===== src/design/rsp_pkg.sv =====
// package for the rf transceiver serial programming port
package rsp_pkg;
  localparam int RSP_WORD_BITS = 18;
  localparam int RSP_DATA_BITS = 14;
  localparam int RSP_ADDR_BITS = 4;
  localparam int RSP_CNT_W = 5;
  // serial clock half period in system clock cycles
  localparam int RSP_HALF_DIV = 8;
  localparam int RSP_DIV_W = 8;
  // select setup and hold around the clock, in half periods
  localparam int RSP_GAP_HALVES = 1;
  localparam logic [RSP_CNT_W-1:0] RSP_LAST_BIT = 5'h11;

  typedef enum logic [1:0] {
    RSP_IDLE,
    RSP_LEAD,
    RSP_SHIFT,
    RSP_TRAIL
  } rsp_state_type;

  typedef struct packed {
    logic [RSP_DATA_BITS-1:0] data;
    logic [RSP_ADDR_BITS-1:0] addr;
  } rsp_word_type;

  typedef struct packed {
    logic serial_clock;
    logic select_n;
    logic serial_data;
  } rsp_pins_type;
endpackage : rsp_pkg


===== src/design/rsp_serial_port.sv =====
// serial programming port master that loads rf transceiver registers
// Function
// - one burst is exactly 18 bits with select held low throughout
// - data field first, four address bits shifted out last
// - data changes on falling clock edges, stable at rising edges
// - word shifted most significant bit first
// - bursts accepted in any mode, no mode gating
module rsp_serial_port
  import rsp_pkg::*;
#(
  parameter int HALF_DIV = RSP_HALF_DIV
)(
  input wire logic i_mclk, // system clock 125 MHz
  input wire logic i_reset_n, // async reset, active low
  input wire logic i_req_valid, // request to send a word
  input wire rsp_pkg::rsp_word_type i_req_word, // data and address
  output logic o_req_ready, // port idle, request taken
  output logic o_busy, // burst in progress
  output rsp_pkg::rsp_pins_type o_pins // serial pins to transceiver
);
  import rsp_pkg::*;

  typedef struct packed {
    rsp_state_type state;
    logic [RSP_DIV_W-1:0] div;
    logic [RSP_CNT_W-1:0] bit_idx;
    logic [RSP_WORD_BITS-1:0] shreg;
    rsp_pins_type pins;
  } rsp_regs_type;

  rsp_regs_type st_r;
  rsp_regs_type st_nxt;
  logic tick;

  assign tick = (st_r.div == RSP_DIV_W'(HALF_DIV - 1));
  assign o_req_ready = (st_r.state == RSP_IDLE);
  assign o_busy = (st_r.state != RSP_IDLE);
  assign o_pins = st_r.pins;

  always_comb
  begin
    st_nxt = st_r;
    // divider held at zero when idle, so every half period is full
    if (st_r.state == RSP_IDLE || tick)
      st_nxt.div = '0;
    else
      st_nxt.div = st_r.div + RSP_DIV_W'(1);
    unique case (st_r.state)
      RSP_IDLE:
      begin
        st_nxt.pins.serial_clock = 1'b0;
        st_nxt.pins.select_n = 1'b1;
        if (i_req_valid)
        begin
          st_nxt.shreg = {i_req_word.data, i_req_word.addr};
          st_nxt.bit_idx = '0;
          st_nxt.state = RSP_LEAD;
          st_nxt.pins.select_n = 1'b0;
          st_nxt.pins.serial_data = i_req_word.data[RSP_DATA_BITS-1];
        end
      end
      RSP_LEAD:
        if (tick)
        begin
          st_nxt.state = RSP_SHIFT;
          st_nxt.pins.serial_clock = 1'b1;
        end
      RSP_SHIFT:
        if (tick)
        begin
          if (st_r.pins.serial_clock)
          begin
            st_nxt.pins.serial_clock = 1'b0;
            if (st_r.bit_idx == RSP_LAST_BIT)
              st_nxt.state = RSP_TRAIL;
            else
            begin
              st_nxt.shreg = {st_r.shreg[RSP_WORD_BITS-2:0], 1'b0};
              st_nxt.pins.serial_data = st_r.shreg[RSP_WORD_BITS-2];
              st_nxt.bit_idx = st_r.bit_idx + RSP_CNT_W'(1);
            end
          end
          else
            st_nxt.pins.serial_clock = 1'b1;
        end
      RSP_TRAIL:
        if (tick)
        begin
          st_nxt.pins.select_n = 1'b1;
          st_nxt.pins.serial_data = 1'b0;
          st_nxt.state = RSP_IDLE;
        end
    endcase
  end

  always_ff @(posedge i_mclk or negedge i_reset_n)
  begin
    if (!i_reset_n)
    begin
      st_r.state <= RSP_IDLE;
      st_r.div <= '0;
      st_r.bit_idx <= '0;
      st_r.shreg <= '0;
      // select high, clock low from reset
      st_r.pins.serial_clock <= 1'b0;
      st_r.pins.select_n <= 1'b1;
      st_r.pins.serial_data <= 1'b0;
    end
    else
      st_r <= st_nxt;
  end

  // rising clock count inside one burst, for checks only
  logic [RSP_CNT_W:0] rise_cnt;
  always_ff @(posedge i_mclk or negedge i_reset_n)
  begin
    if (!i_reset_n)
      rise_cnt <= '0;
    else if (st_r.pins.select_n)
      rise_cnt <= '0;
    else if (st_nxt.pins.serial_clock && !st_r.pins.serial_clock)
      rise_cnt <= rise_cnt + (RSP_CNT_W+1)'(1);
  end

  // word as taken, so the bit checks need not trust the shifter
  logic [RSP_WORD_BITS-1:0] chk_word;
  always_ff @(posedge i_mclk or negedge i_reset_n)
  begin
    if (!i_reset_n)
      chk_word <= '0;
    else if (o_req_ready && i_req_valid)
      chk_word <= i_req_word;
  end

  // cycles the clock pin has stood at its present level, saturating
  logic [RSP_DIV_W-1:0] hold_cnt;
  always_ff @(posedge i_mclk or negedge i_reset_n)
  begin
    if (!i_reset_n)
      hold_cnt <= '0;
    else if (st_nxt.pins.serial_clock != st_r.pins.serial_clock)
      hold_cnt <= RSP_DIV_W'(1);
    else if (hold_cnt != '1)
      hold_cnt <= hold_cnt + RSP_DIV_W'(1);
  end

  AST_BURST_18: assert property (
    @(posedge i_mclk) disable iff (!i_reset_n)
    $rose(o_pins.select_n) |->
      rise_cnt == (RSP_CNT_W+1)'(RSP_WORD_BITS))
    else $error("burst did not carry 18 clocks");

  AST_IDLE_PINS: assert property (
    @(posedge i_mclk) disable iff (!i_reset_n)
    o_pins.select_n |->
      !o_pins.serial_clock)
    else $error("clock high while select high");

  AST_DATA_STABLE: assert property (
    @(posedge i_mclk) disable iff (!i_reset_n)
    o_pins.serial_clock |->
      $stable(o_pins.serial_data))
    else $error("data changed while clock high");

  AST_MSB_FIRST: assert property (
    @(posedge i_mclk) disable iff (!i_reset_n)
    (o_req_ready && i_req_valid) |=>
      o_pins.serial_data == $past(i_req_word.data[RSP_DATA_BITS-1]))
    else $error("first bit is not the msb");

  AST_BURST_ENDS: assert property (
    @(posedge i_mclk) disable iff (!i_reset_n)
    (o_req_ready && i_req_valid) |=>
      ##[1:1000] o_pins.select_n)
    else $error("burst did not end");

  AST_SEL_LOW: assert property (
    @(posedge i_mclk) disable iff (!i_reset_n)
    $rose(o_pins.serial_clock) |->
      !o_pins.select_n)
    else $error("clock edge outside select frame");

  AST_BIT_ORDER: assert property (
    @(posedge i_mclk) disable iff (!i_reset_n)
    $rose(o_pins.serial_clock) |->
      o_pins.serial_data == chk_word[RSP_WORD_BITS - int'(rise_cnt)])
    else $error("bit at rising clock is out of order");

  AST_ADDR_LAST: assert property (
    @(posedge i_mclk) disable iff (!i_reset_n)
    $rose(o_pins.select_n) |->
      $past(o_pins.serial_data) == chk_word[0])
    else $error("last bit is not the address lsb");

  AST_CLK_HALF: assert property (
    @(posedge i_mclk) disable iff (!i_reset_n)
    $fell(o_pins.serial_clock) |->
      $past(hold_cnt) == RSP_DIV_W'(HALF_DIV))
    else $error("clock high time is not one half period");

  AST_SEL_TAKEN: assert property (
    @(posedge i_mclk) disable iff (!i_reset_n)
    $fell(o_pins.select_n) |->
      $past(o_req_ready) && $past(i_req_valid))
    else $error("select fell without a taken request");

  AST_IDLE_DATA: assert property (
    @(posedge i_mclk) disable iff (!i_reset_n)
    o_pins.select_n |->
      !o_pins.serial_data)
    else $error("data high while select high");

  AST_READY_IDLE: assert property (
    @(posedge i_mclk) disable iff (!i_reset_n)
    o_req_ready |->
      o_pins.select_n && !o_pins.serial_clock)
    else $error("ready while pins not idle");
endmodule : rsp_serial_port


===== config.mk =====
export PLATFORM = sky130hd
export DESIGN_NAME = rsp_serial_port
export DESIGN_NICKNAME = d
export VERILOG_FILES = /design/src/design/rsp_pkg.sv /design/src/design/rsp_serial_port.sv
export SDC_FILE = /design/constraint.sdc
export NUM_CORES = 1
export LEC_CHECK = 0
export BUFFER_PORTS_ARGS = -buffer_cell sky130_fd_sc_hd__buf_2
export CORE_UTILIZATION = 30
export CTS_BUF_LIST = sky130_fd_sc_hd__clkbuf_4 sky130_fd_sc_hd__clkbuf_8 sky130_fd_sc_hd__clkbuf_16
export DETAILED_ROUTE_END_ITERATION = 10
export PLACE_DENSITY = 0.49
export SLEW_MARGIN = 20
export SYNTH_ARGS = -nofsm -noshare
export SYNTH_HDL_FRONTEND = slang
export SYNTH_SLANG_ARGS = --single-unit

===== constraint.sdc =====
create_clock -name i_mclk -period 2.9 [get_ports i_mclk]
set_clock_uncertainty 0.1 [all_clocks]
set_input_delay 0.58 -clock i_mclk [delete_from_list [all_inputs] [get_ports i_mclk]]
set_output_delay 0.58 -clock i_mclk [all_outputs]
set_load 0.03 [all_outputs]

==> impl_metrics.tcl, run 1 <==
set metrics [dict create \
    post-route-min-period_ps 2500 \
    cts_max_level 2 \
    tightestPinTransition_ps 827 \
    run_status "finished with violations" \
    power.density_nw_per_um2 384 \
    diodes 0 \
    violations "DRC" \
    finalWirelength_mm 4.52 \
    share_seq_of_total_power_pct 55.6 \
    max-vdd-ir-drop_mv 0.234 \
    areaGrowthSynthToFinish_pct 12.4 \
    die_h_um 84.3 \
    finalInstanceArea_um2 2280 \
    post_cts_resized 0 \
    timing.setup.critical_path_class "reg2reg" \
    maxCapViolCount 0 \
    route.detailed.vias_per_inst 5.18 \
    first_global_vias 1602 \
    max_stage_delay_ps 520 \
    power_frac_clock_pct 41.1 \
    nNetsFinal 267 \
    worst-r2r-setup-slack_ps 400 \
    worst_setup_hold_path_clk_slew_ps 70 \
    async_reset_ff_share_pct 100 \
    min_path_type "in2async" \
    gr-usage-all-layers_pct 13.8 \
    p_leak_nw 1.05 \
    grt_max_degree 36 \
    critical_path.slowest_cell "or4b_4" \
    cp_max_fo 7 \
    combinationalPowerShare_pct 3.4 \
    power_report.internal_total_mw 0.687 \
    slew_headroom_pct 44.9 \
    total_power_mw 0.878 \
    power.share.switching_pct 21.7 \
    grt_pass1_wl_mm 7.78 \
    met3_usage_pct 3.54 \
    final_core_utilization_pct 35.4 \
    post_cts_buffers 0 \
    layout_common_cells "dfrtp_1 (34), buf_2 (25), a21oi_1 (21)" \
    crit_path_end_kind "register" \
    most_used_dff_post_synth "dfrtp_1" \
    routedWlPerCell_um 14.4 \
    finalSetupViolations 0 \
    dp_hpwl_mm 3.08 \
    grt_most_used_layer "met2" \
    placed_area_um2 2200 \
    coreArea_um2 6460 \
    number_of_remaining_drc_errors 2 \
    post_synth.cell_area_avg_um2 9.45 \
    layout_commonest_cell "dfrtp_1" \
    cts.sink_count 35 \
    grt_overflow 0 \
    synthesis.area_um2 2030 \
    clock_insertion_delay_at_the_later_pin_of_the_skew_report_ps 280 \
    setup-tns-final_ps 0 \
    timing.critical_path.arrival_ps 2560 \
    met2_usage_pct 21.8 \
    dp_cell_count 308 \
    total_count_of_hold_check_failures_in_the_final_report 0 \
    initial_core_util_pct 31.5 \
    placement.io_buffers 25 \
    yosysWarningCount 0 \
    fillerInstances 671 \
    regToRegStartpoint "st_r[26]" \
    final.period_utilization_pct 86.0 \
    count_of_flip_flops_with_a_built_in_enable_after_synthesis 0 \
    antenna_found_initial 0 \
    use_met1_pct 18.8 \
    startpoint_type_of_the_worst_setup_path "register" \
    synth_seq_cells 35 \
    clock_tree.buffer_depth 2 \
    fmaxAchievable_ghz 0.401 \
    cts_buffers 5 \
    synthDistinctLibCells 42 \
    drive_gt1_share_pct 20.2 \
    drt-pass1-iter-count 7 \
    synth-seq-area-share_pct 43.2 \
    cts.root.buffer_cell "clkbuf_8" \
    mappedNetlistNets 244 \
    cp_cell_sequence "ha_1 -> or4b_4 -> nor2_2 -> nand2_1 -> a211oi_1 -> mux2_1" \
    crit-reg2reg-capture "st_r[35]" \
    die_area_um2 7110 \
    ant_nets 0 \
    floorplan.die.width_um 84.3 \
    rr_worst_depth 6 \
    io-pin-count 26 \
    finalMaxSlewViolations 0 \
    detail_route.iter0.violations 73 \
    cts_tree "built" \
    post_layout_nonfiller_instances 315 \
    cell_count_after_synthesis 215 \
    holdBufCountCts 0 \
    num_vias 1632 \
    rsz0062_at_grt "no" \
    place_congestion 0.706 \
    cp_data_required_time_ps 2960 \
    fp-row-count 29 \
    power_switching_mw 0.191 \
]
[metal layers]
metal / part of all wire [%] / routed length (um) / vias to the layer above
li1: - / - / 814
met1: 50 / 2270 / 782
met2: 44 / 2010 / 31
met3: 4.6 / 208 / 5
met4: 0.97 / 44 / 0
met5: 0 / 0 / -
[cells in the mapped netlist (2+ instances only)]
master,instances,area [um2]
dfrtp_1,34,851
a21oi_1,21,105
o21ai_0,20,100
o22ai_1,17,106
nand3b_1,15,113
nor2_1,15,56.3
nand2_1,10,37.5
inv_1,9,33.8
clkbuf_1,8,30.0
ha_1,8,100
xor2_1,8,70.1
nand3_1,7,35.0
a211oi_1,3,22.5
a31oi_1,3,18.8
and3_1,3,18.8
buf_4,3,22.5
buf_6,3,33.8
and2_1,2,12.5
nand4_1,2,12.5
xnor2_1,2,17.5
[registers in the layout (all words and copies together) (netlist names)]
| signal | cells |
|---|---|
| st_r | 32 |
| o_pins | 3 |
[how the worst max path moves through the flow]
stage,startpoint,endpoint,depth (start not counted)
2_1_floorplan,st_r[26],st_r[35],6
3_3_place_gp,st_r[26],st_r[35],6
3_5_place_dp,st_r[26],st_r[35],6
4_1_cts,st_r[26],st_r[35],6
5_1_grt,st_r[26],st_r[35],6
6_report,st_r[26],st_r[35],6
[critical path, delay by kind of cell (launching register included)]
kind / cells / cell delay (ps)
simple gates: 3 / 880
mux: 1 / 360
fa+ha+maj: 1 / 250
compound gates: 1 / 380
flops: 1 / 400
[cell families after synthesis]
kind of cell / share of synthesized area [%]
muxes: 1.05
and+or+nand+nor: 18.8
xor gates and xnor gates: 4.31
buffers and inverters: 7.08
DFF: 43.2
AOI/OAI and AO/OA: 20.7
adders and majority gates: 4.93
[through the flow]
stage,hold WS (ps),setup slack (ps)
4_1_cts,324,388
5_1_grt,366,230
2_1_floorplan,184,603
6_report,294,405
3_5_place_dp,400,421
3_3_place_gp,386,474
[power groups by stage]
stage               Clock, mW  Sequential, mW  Combinational [mW]
floorplan                   0           0.497             0.00689
global placement            0           0.497              0.0312
detailed placement          0           0.497              0.0310
CTS                     0.373           0.488              0.0310
global route            0.388           0.488              0.0344
finish                  0.361           0.488              0.0295
[cell type report]
| class | instances | area [um2] | share of cell area, % |
|---|---|---|---|
| sequential | 35 | 877 | 38.4 |
| clock inverter | 1 | 5.00 | 0.219 |
| clock buffer | 6 | 82.6 | 3.62 |
| multi-input combinational | 155 | 1010 | 44.3 |
| tap | 77 | 96.3 | 4.22 |
| inverter | 9 | 33.8 | 1.48 |
| timing repair buffer | 32 | 178 | 7.78 |
Note: power is estimated with default switching activity, not from simulation.
==> run 2: changes to the inputs <==
PLACE_DENSITY = 0.51   (was 0.49)
clock period = 2.2 ns   (was 2.9 ns; I/O delays follow)
==> impl_metrics.tcl, run 2 (synthesized netlist as in run 1, its figures left out) <==
set metrics [dict create \
    run_status "finished with violations" \
    violations "DRC" \
    floorplan.die.width_um 84.3 \
    worst_setup_hold_path_clk_slew_ps 80 \
    p_leak_nw 1.08 \
    setup_slack_ps 94.9 \
    detail_route.iter0.violations 71 \
    post-route-min-period_ps 2110 \
    cp_num_buf_inv 0 \
    grt_max_degree 36 \
    min_path_type "in2async" \
    finalSetupViolations 0 \
    register_ranked_first_by_flip_flop_count "st_r" \
    maxCapViolCount 0 \
    areaGrowthSynthToFinish_pct 20.8 \
    power.density_nw_per_um2 484 \
    worst-r2r-setup-slack_ps 90 \
    rsz0062_at_grt "yes" \
    slew_headroom_pct 53.1 \
    layout_common_cells "dfrtp_1 (34), buf_2 (24), a21oi_1 (21)" \
    route.detailed.vias_per_inst 5.16 \
    antenna_found_initial 0 \
    largest_reg_flops 32 \
    tightestPinTransition_ps 696 \
    total_count_of_hold_check_failures_in_the_final_report 0 \
    fin_worst_hold_slack_ps 87.5 \
    layout_commonest_cell "dfrtp_1" \
    timing.setup.critical_path_class "reg2reg" \
    critical_path.top_delay_family "simple AND/OR/NAND/NOR gates" \
    final_core_utilization_pct 38.0 \
    clock_insertion_delay_at_the_later_pin_of_the_skew_report_ps 290 \
    timing.critical_path.arrival_ps 2190 \
    routedWlPerCell_um 14.2 \
    gr-usage-all-layers_pct 13.8 \
    finalMaxSlewViolations 0 \
    cp_cell_sequence "ha_2 -> or4b_4 -> or2_4 -> nor3_4 -> o22ai_1 -> a22o_1" \
    drive_gt1_share_pct 27.0 \
    num_vias 1696 \
    number_of_remaining_drc_errors 4 \
    drt-pass1-iter-count 7 \
    coreArea_um2 6460 \
    diodes 0 \
    fillerInstances 676 \
    clock_tree.buffer_depth 2 \
    cp_data_required_time_ps 2280 \
    cp_max_fo 3 \
    cts.root.buffer_cell "clkbuf_8" \
    max_stage_delay_ps 510 \
    dp_hpwl_mm 3.09 \
    dp_slack_ps 28.1 \
    cts_tree "built" \
    finalInstanceArea_um2 2450 \
    critical_path.slowest_cell "or4b_4" \
    io-pin-count 26 \
    die_h_um 84.3 \
    startpoint_type_of_the_worst_setup_path "register" \
    place_congestion 0.721 \
    fp-row-count 29 \
    placed_area_um2 2300 \
    max-vdd-ir-drop_mv 0.192 \
    finalWirelength_mm 4.68 \
    grt_overflow 0 \
    initial_core_util_pct 31.5 \
    cts.sink_count 35 \
    ant_nets 0 \
    crit_path_end_kind "register" \
    final.period_utilization_pct 95.7 \
    cts_max_level 2 \
    fmaxAchievable_ghz 0.475 \
    total_power_mw 1.19 \
    nNetsFinal 280 \
    cts_buffers 5 \
    first_global_vias 1641 \
    die_area_um2 7110 \
    grt_pass1_wl_mm 7.81 \
    placement.io_buffers 25 \
]
## run 2: cell count changes in the layout (fill, tap and decap cells not counted), moves of 2 or more
| cell | before | now |
|---|---|---|
| buf_12 | 0 | 2 |
| buf_4 | 7 | 17 |
| clkinvlp_4 | 0 | 2 |
| ha_1 | 8 | 6 |
| ha_2 | 0 | 2 |
## run 2: area by class of cell
cell class | count | area, um2 | share of cell area, %
Clock inverter | 2 | 16.3 | 0.663
Inverter | 9 | 37.5 | 1.53
Timing Repair Buffer | 45 | 307 | 12.5
Sequential cell | 35 | 877 | 35.7
Clock buffer | 6 | 82.6 | 3.37
Tap cell | 77 | 96.3 | 3.93
Multi-Input combinational cell | 155 | 1040 | 42.3
## run 2: timing repair
action                     4_1_cts  5_1_grt
resized for setup                2        5
hold buffers                     0        0
pin swaps                        0        3
buffers inserted                 0        2
setup endpoints to repair        1       21
## run 2: final timing paths
path | startpoint | endpoint | depth (start not counted)
worst max-delay path | st_r[26] | st_r[21] | 6
worst min-delay path | i_reset_n | st_r[7] | 2
worst max register to register | st_r[26] | st_r[21] | 6
worst min register to register | st_r[18] | st_r[18] | 2
max in group asynchronous | i_reset_n | o_pins[1] | 2
min in group i_mclk | i_req_word[1] | st_r[4] | 4
## run 2: per-stage QoR
step	cells	setup TNS, ps
global route	329	-21.6
floorplan	215	-22.0
CTS	327	0
global placement	319	0
finish	329	0
detailed placement	319	0
## run 2: worst register-to-register path: stages (launching register included)
cell	delay, ps
dfrtp_1	360
ha_2	180
or4b_4	510
or2_4	300
nor3_4	220
o22ai_1	100
a22o_1	230
## run 2: power breakdown
group / internal [mW] / switching (mW)
combinational: 0.0190 / 0.0230
sequential: 0.643 / 0
clock: 0.256 / 0.247
total: 0.918 / 0.270
## run 2: layer usage
metal  vias to the layer above  track usage (%)  share of wire [%]
met5                         -                0                  0
met4                         0             4.23                1.1
met3                         5             3.54                4.5
met2                        36             21.9                 44
met1                       808             18.6                 50
li1                        847                -                  -
==> run 3: changes to the inputs <==
ABC_AREA = 1   (was not set)
PLACE_DENSITY = 0.5   (was 0.51)
==> impl_metrics.tcl, run 3 <==
set metrics [dict create \
    drt-pass1-iter-count 4 \
    crit_path_end_kind "output pin" \
    register_ranked_first_by_flip_flop_count "st_r" \
    die_h_um 85.9 \
    synthesis.area_um2 2110 \
    clock_insertion_delay_at_the_later_pin_of_the_skew_report_ps 280 \
    finalWirelength_mm 4.53 \
    num_vias 1786 \
    mappedNetlistNets 317 \
    grt_overflow 0 \
    min_path_type "in2async" \
    max-vdd-ir-drop_mv 0.495 \
    holdBufCountCts 0 \
    number_of_remaining_drc_errors 0 \
    cts.root.buffer_cell "clkbuf_8" \
    synth.cells.most_frequent "nand2_1 (128), dfrtp_1 (34), inv_1 (27), nand4_1 (23), nor2_1 (16)" \
    rsz0062_at_grt "no" \
    worst-r2r-setup-slack_ps 380 \
    final.period_utilization_pct 91.2 \
    post_cts_buffers 0 \
    critical_path.slowest_cell "dfrtp_1" \
    timing.critical_path.arrival_ps 1470 \
    first_global_vias 1732 \
    layout_commonest_cell "nand2_1" \
    cell_count_after_synthesis 288 \
    yosysWarningCount 0 \
    setup.worst_path.start "st_r[34]" \
    place_congestion 0.786 \
    ant_nets 0 \
    cp_max_fo 5 \
    tightestPinTransition_ps 459 \
    yosysTopAreaCell "dfrtp_1" \
    fin_worst_hold_slack_ps 86.1 \
    worst_setup_hold_path_clk_slew_ps 70 \
    grt_max_degree 36 \
    post_synth.cell_area_avg_um2 7.33 \
    io-pin-count 26 \
    dp_hpwl_mm 3.12 \
    netlist.area_leader.share_pct 40.3 \
    gr-usage-all-layers_pct 13.9 \
    fillerInstances 726 \
    post_layout_nonfiller_instances 409 \
    detail_route.iter0.violations 89 \
    post-route-min-period_ps 2010 \
    antenna_found_initial 0 \
    finalInstanceArea_um2 2370 \
    slew_headroom_pct 69.4 \
    total_count_of_hold_check_failures_in_the_final_report 0 \
    drive_gt1_share_pct 15.3 \
    cp_cell_sequence "inv_1 -> ha_1 -> inv_1 -> buf_2" \
    synth-seq-area-share_pct 41.6 \
    post_cts_resized 0 \
    largest_reg_flops 32 \
    yosysMostFrequentCell "nand2_1" \
    synth_top_cells_by_area "dfrtp_1 (40%), nand2_1 (23%), nand4_1 (6.8%)" \
    most_used_dff_post_synth "dfrtp_1" \
    setup-tns-final_ps 0 \
    diodes 0 \
    finalSetupViolations 0 \
    synth_seq_cells 35 \
    cts_max_level 2 \
    coreArea_um2 6790 \
    timing.setup.critical_path_class "reg2out" \
    synthDistinctLibCells 25 \
    run_status "completed" \
    cts_tree "built" \
    power.density_nw_per_um2 1300 \
    timing.critical_path.mode_cell "inv_1" \
    count_of_flip_flops_with_a_built_in_enable_after_synthesis 0 \
    async_reset_ff_share_pct 100 \
    areaGrowthSynthToFinish_pct 12.3 \
    dp_cell_count 401 \
    startpoint_type_of_the_worst_setup_path "register" \
    max_stage_delay_ps 400 \
    cp_data_required_time_ps 1660 \
    cts.sink_count 35 \
    layout_common_cells "nand2_1 (128), dfrtp_1 (34), inv_1 (27)" \
    p_leak_nw 1.33 \
    cp_num_buf_inv 3 \
    fp-row-count 30 \
    fmaxAchievable_ghz 0.498 \
    initial_core_util_pct 31.1 \
    placed_area_um2 2280 \
    clock_tree.buffer_depth 2 \
    routedWlPerCell_um 11.1 \
    critical_path.top_delay_family "buffers and inverters" \
    cts_buffers 5 \
    placement.io_buffers 25 \
    nNetsFinal 341 \
    maxCapViolCount 0 \
    finalMaxSlewViolations 0 \
    route.detailed.vias_per_inst 4.37 \
    grt_pass1_wl_mm 8.14 \
    die_area_um2 7380 \
    regToRegStartpoint "st_r[34]" \
    floorplan.die.width_um 85.9 \
]
[run 3: changes by cell type after synthesis, sizes merged, moves of 6 or more]
| cell | before | now |
|---|---|---|
| o21ai | 21 | 5 |
| nand4 | 2 | 23 |
| inv | 9 | 28 |
| buf | 8 | 14 |
| nand2 | 10 | 132 |
| xor2 | 8 | 2 |
| clkbuf | 8 | 0 |
| nand3b | 15 | 0 |
| a21oi | 21 | 3 |
| o22ai | 17 | 2 |
[run 3: worst register-to-register path, cell delays in order (launching register included)]
cell and delay, ps:
dfrtp_1 400, inv_1 100, ha_1 220, buf_4 180
inv_1 180, buf_4 250, nand2_1 80, nand2_1 60
nand4_1 100, nand2_1 90
[run 3: final timing paths]
check | end | cells past startpoint
worst max-delay path | o_busy | 4
worst min-delay path | st_r[7] | 2
worst max register to register | st_r[12] | 9
worst min register to register | st_r[16] | 2
max in group asynchronous | o_pins[1] | 2
min in group i_mclk | st_r[16] | 2
[run 3: power by group]
| part | internal, mW | switching, mW |
|---|---|---|
| combinational | 0.508 | 1.09 |
| clock | 0.247 | 0.234 |
| sequential | 0.874 | 0.123 |
| total | 1.63 | 1.45 |
[run 3: metrics by stage]
stage          power, mW  setup WS [ps]  utilization (%)
2_1_floorplan       2.36            282                -
3_3_place_gp        2.62            395             33.6
3_5_place_dp        2.62            404             33.6
4_1_cts             3.12            179             34.9
5_1_grt             3.39            112             34.9
6_report            3.08            193             34.9
[run 3: cell families after synthesis]
kind of cell / after synthesis / synth area share (%)
AO/OA/AOI/OAI: 10 / 2.49
XOR/XNOR: 3 / 1.25
flip-flops: 35 / 41.6
buffers and inverters: 42 / 10.7
adder cells (fa/ha/maj): 8 / 4.74
AND/OR/NAND/NOR: 190 / 39.3
[run 3: layout make-up]
| type | instances | area (um2) | share of cell area, % |
|---|---|---|---|
| multi-input combinational | 211 | 1010 | 42.6 |
| tap | 96 | 120 | 5.07 |
| inverter | 28 | 105 | 4.44 |
| clock buffer | 7 | 83.8 | 3.54 |
| timing repair buffer | 31 | 170 | 7.18 |
| clock inverter | 1 | 5.00 | 0.211 |
| sequential | 35 | 877 | 37.0 |
[run 3: metal layers]
layer	GRT usage, %	share of wire [%]	up-vias
li1	-	-	953
met1	20.1	53	800
met2	21.1	43	29
met3	2.98	2.4	4
met4	3.48	0.77	0
met5	0	0	-
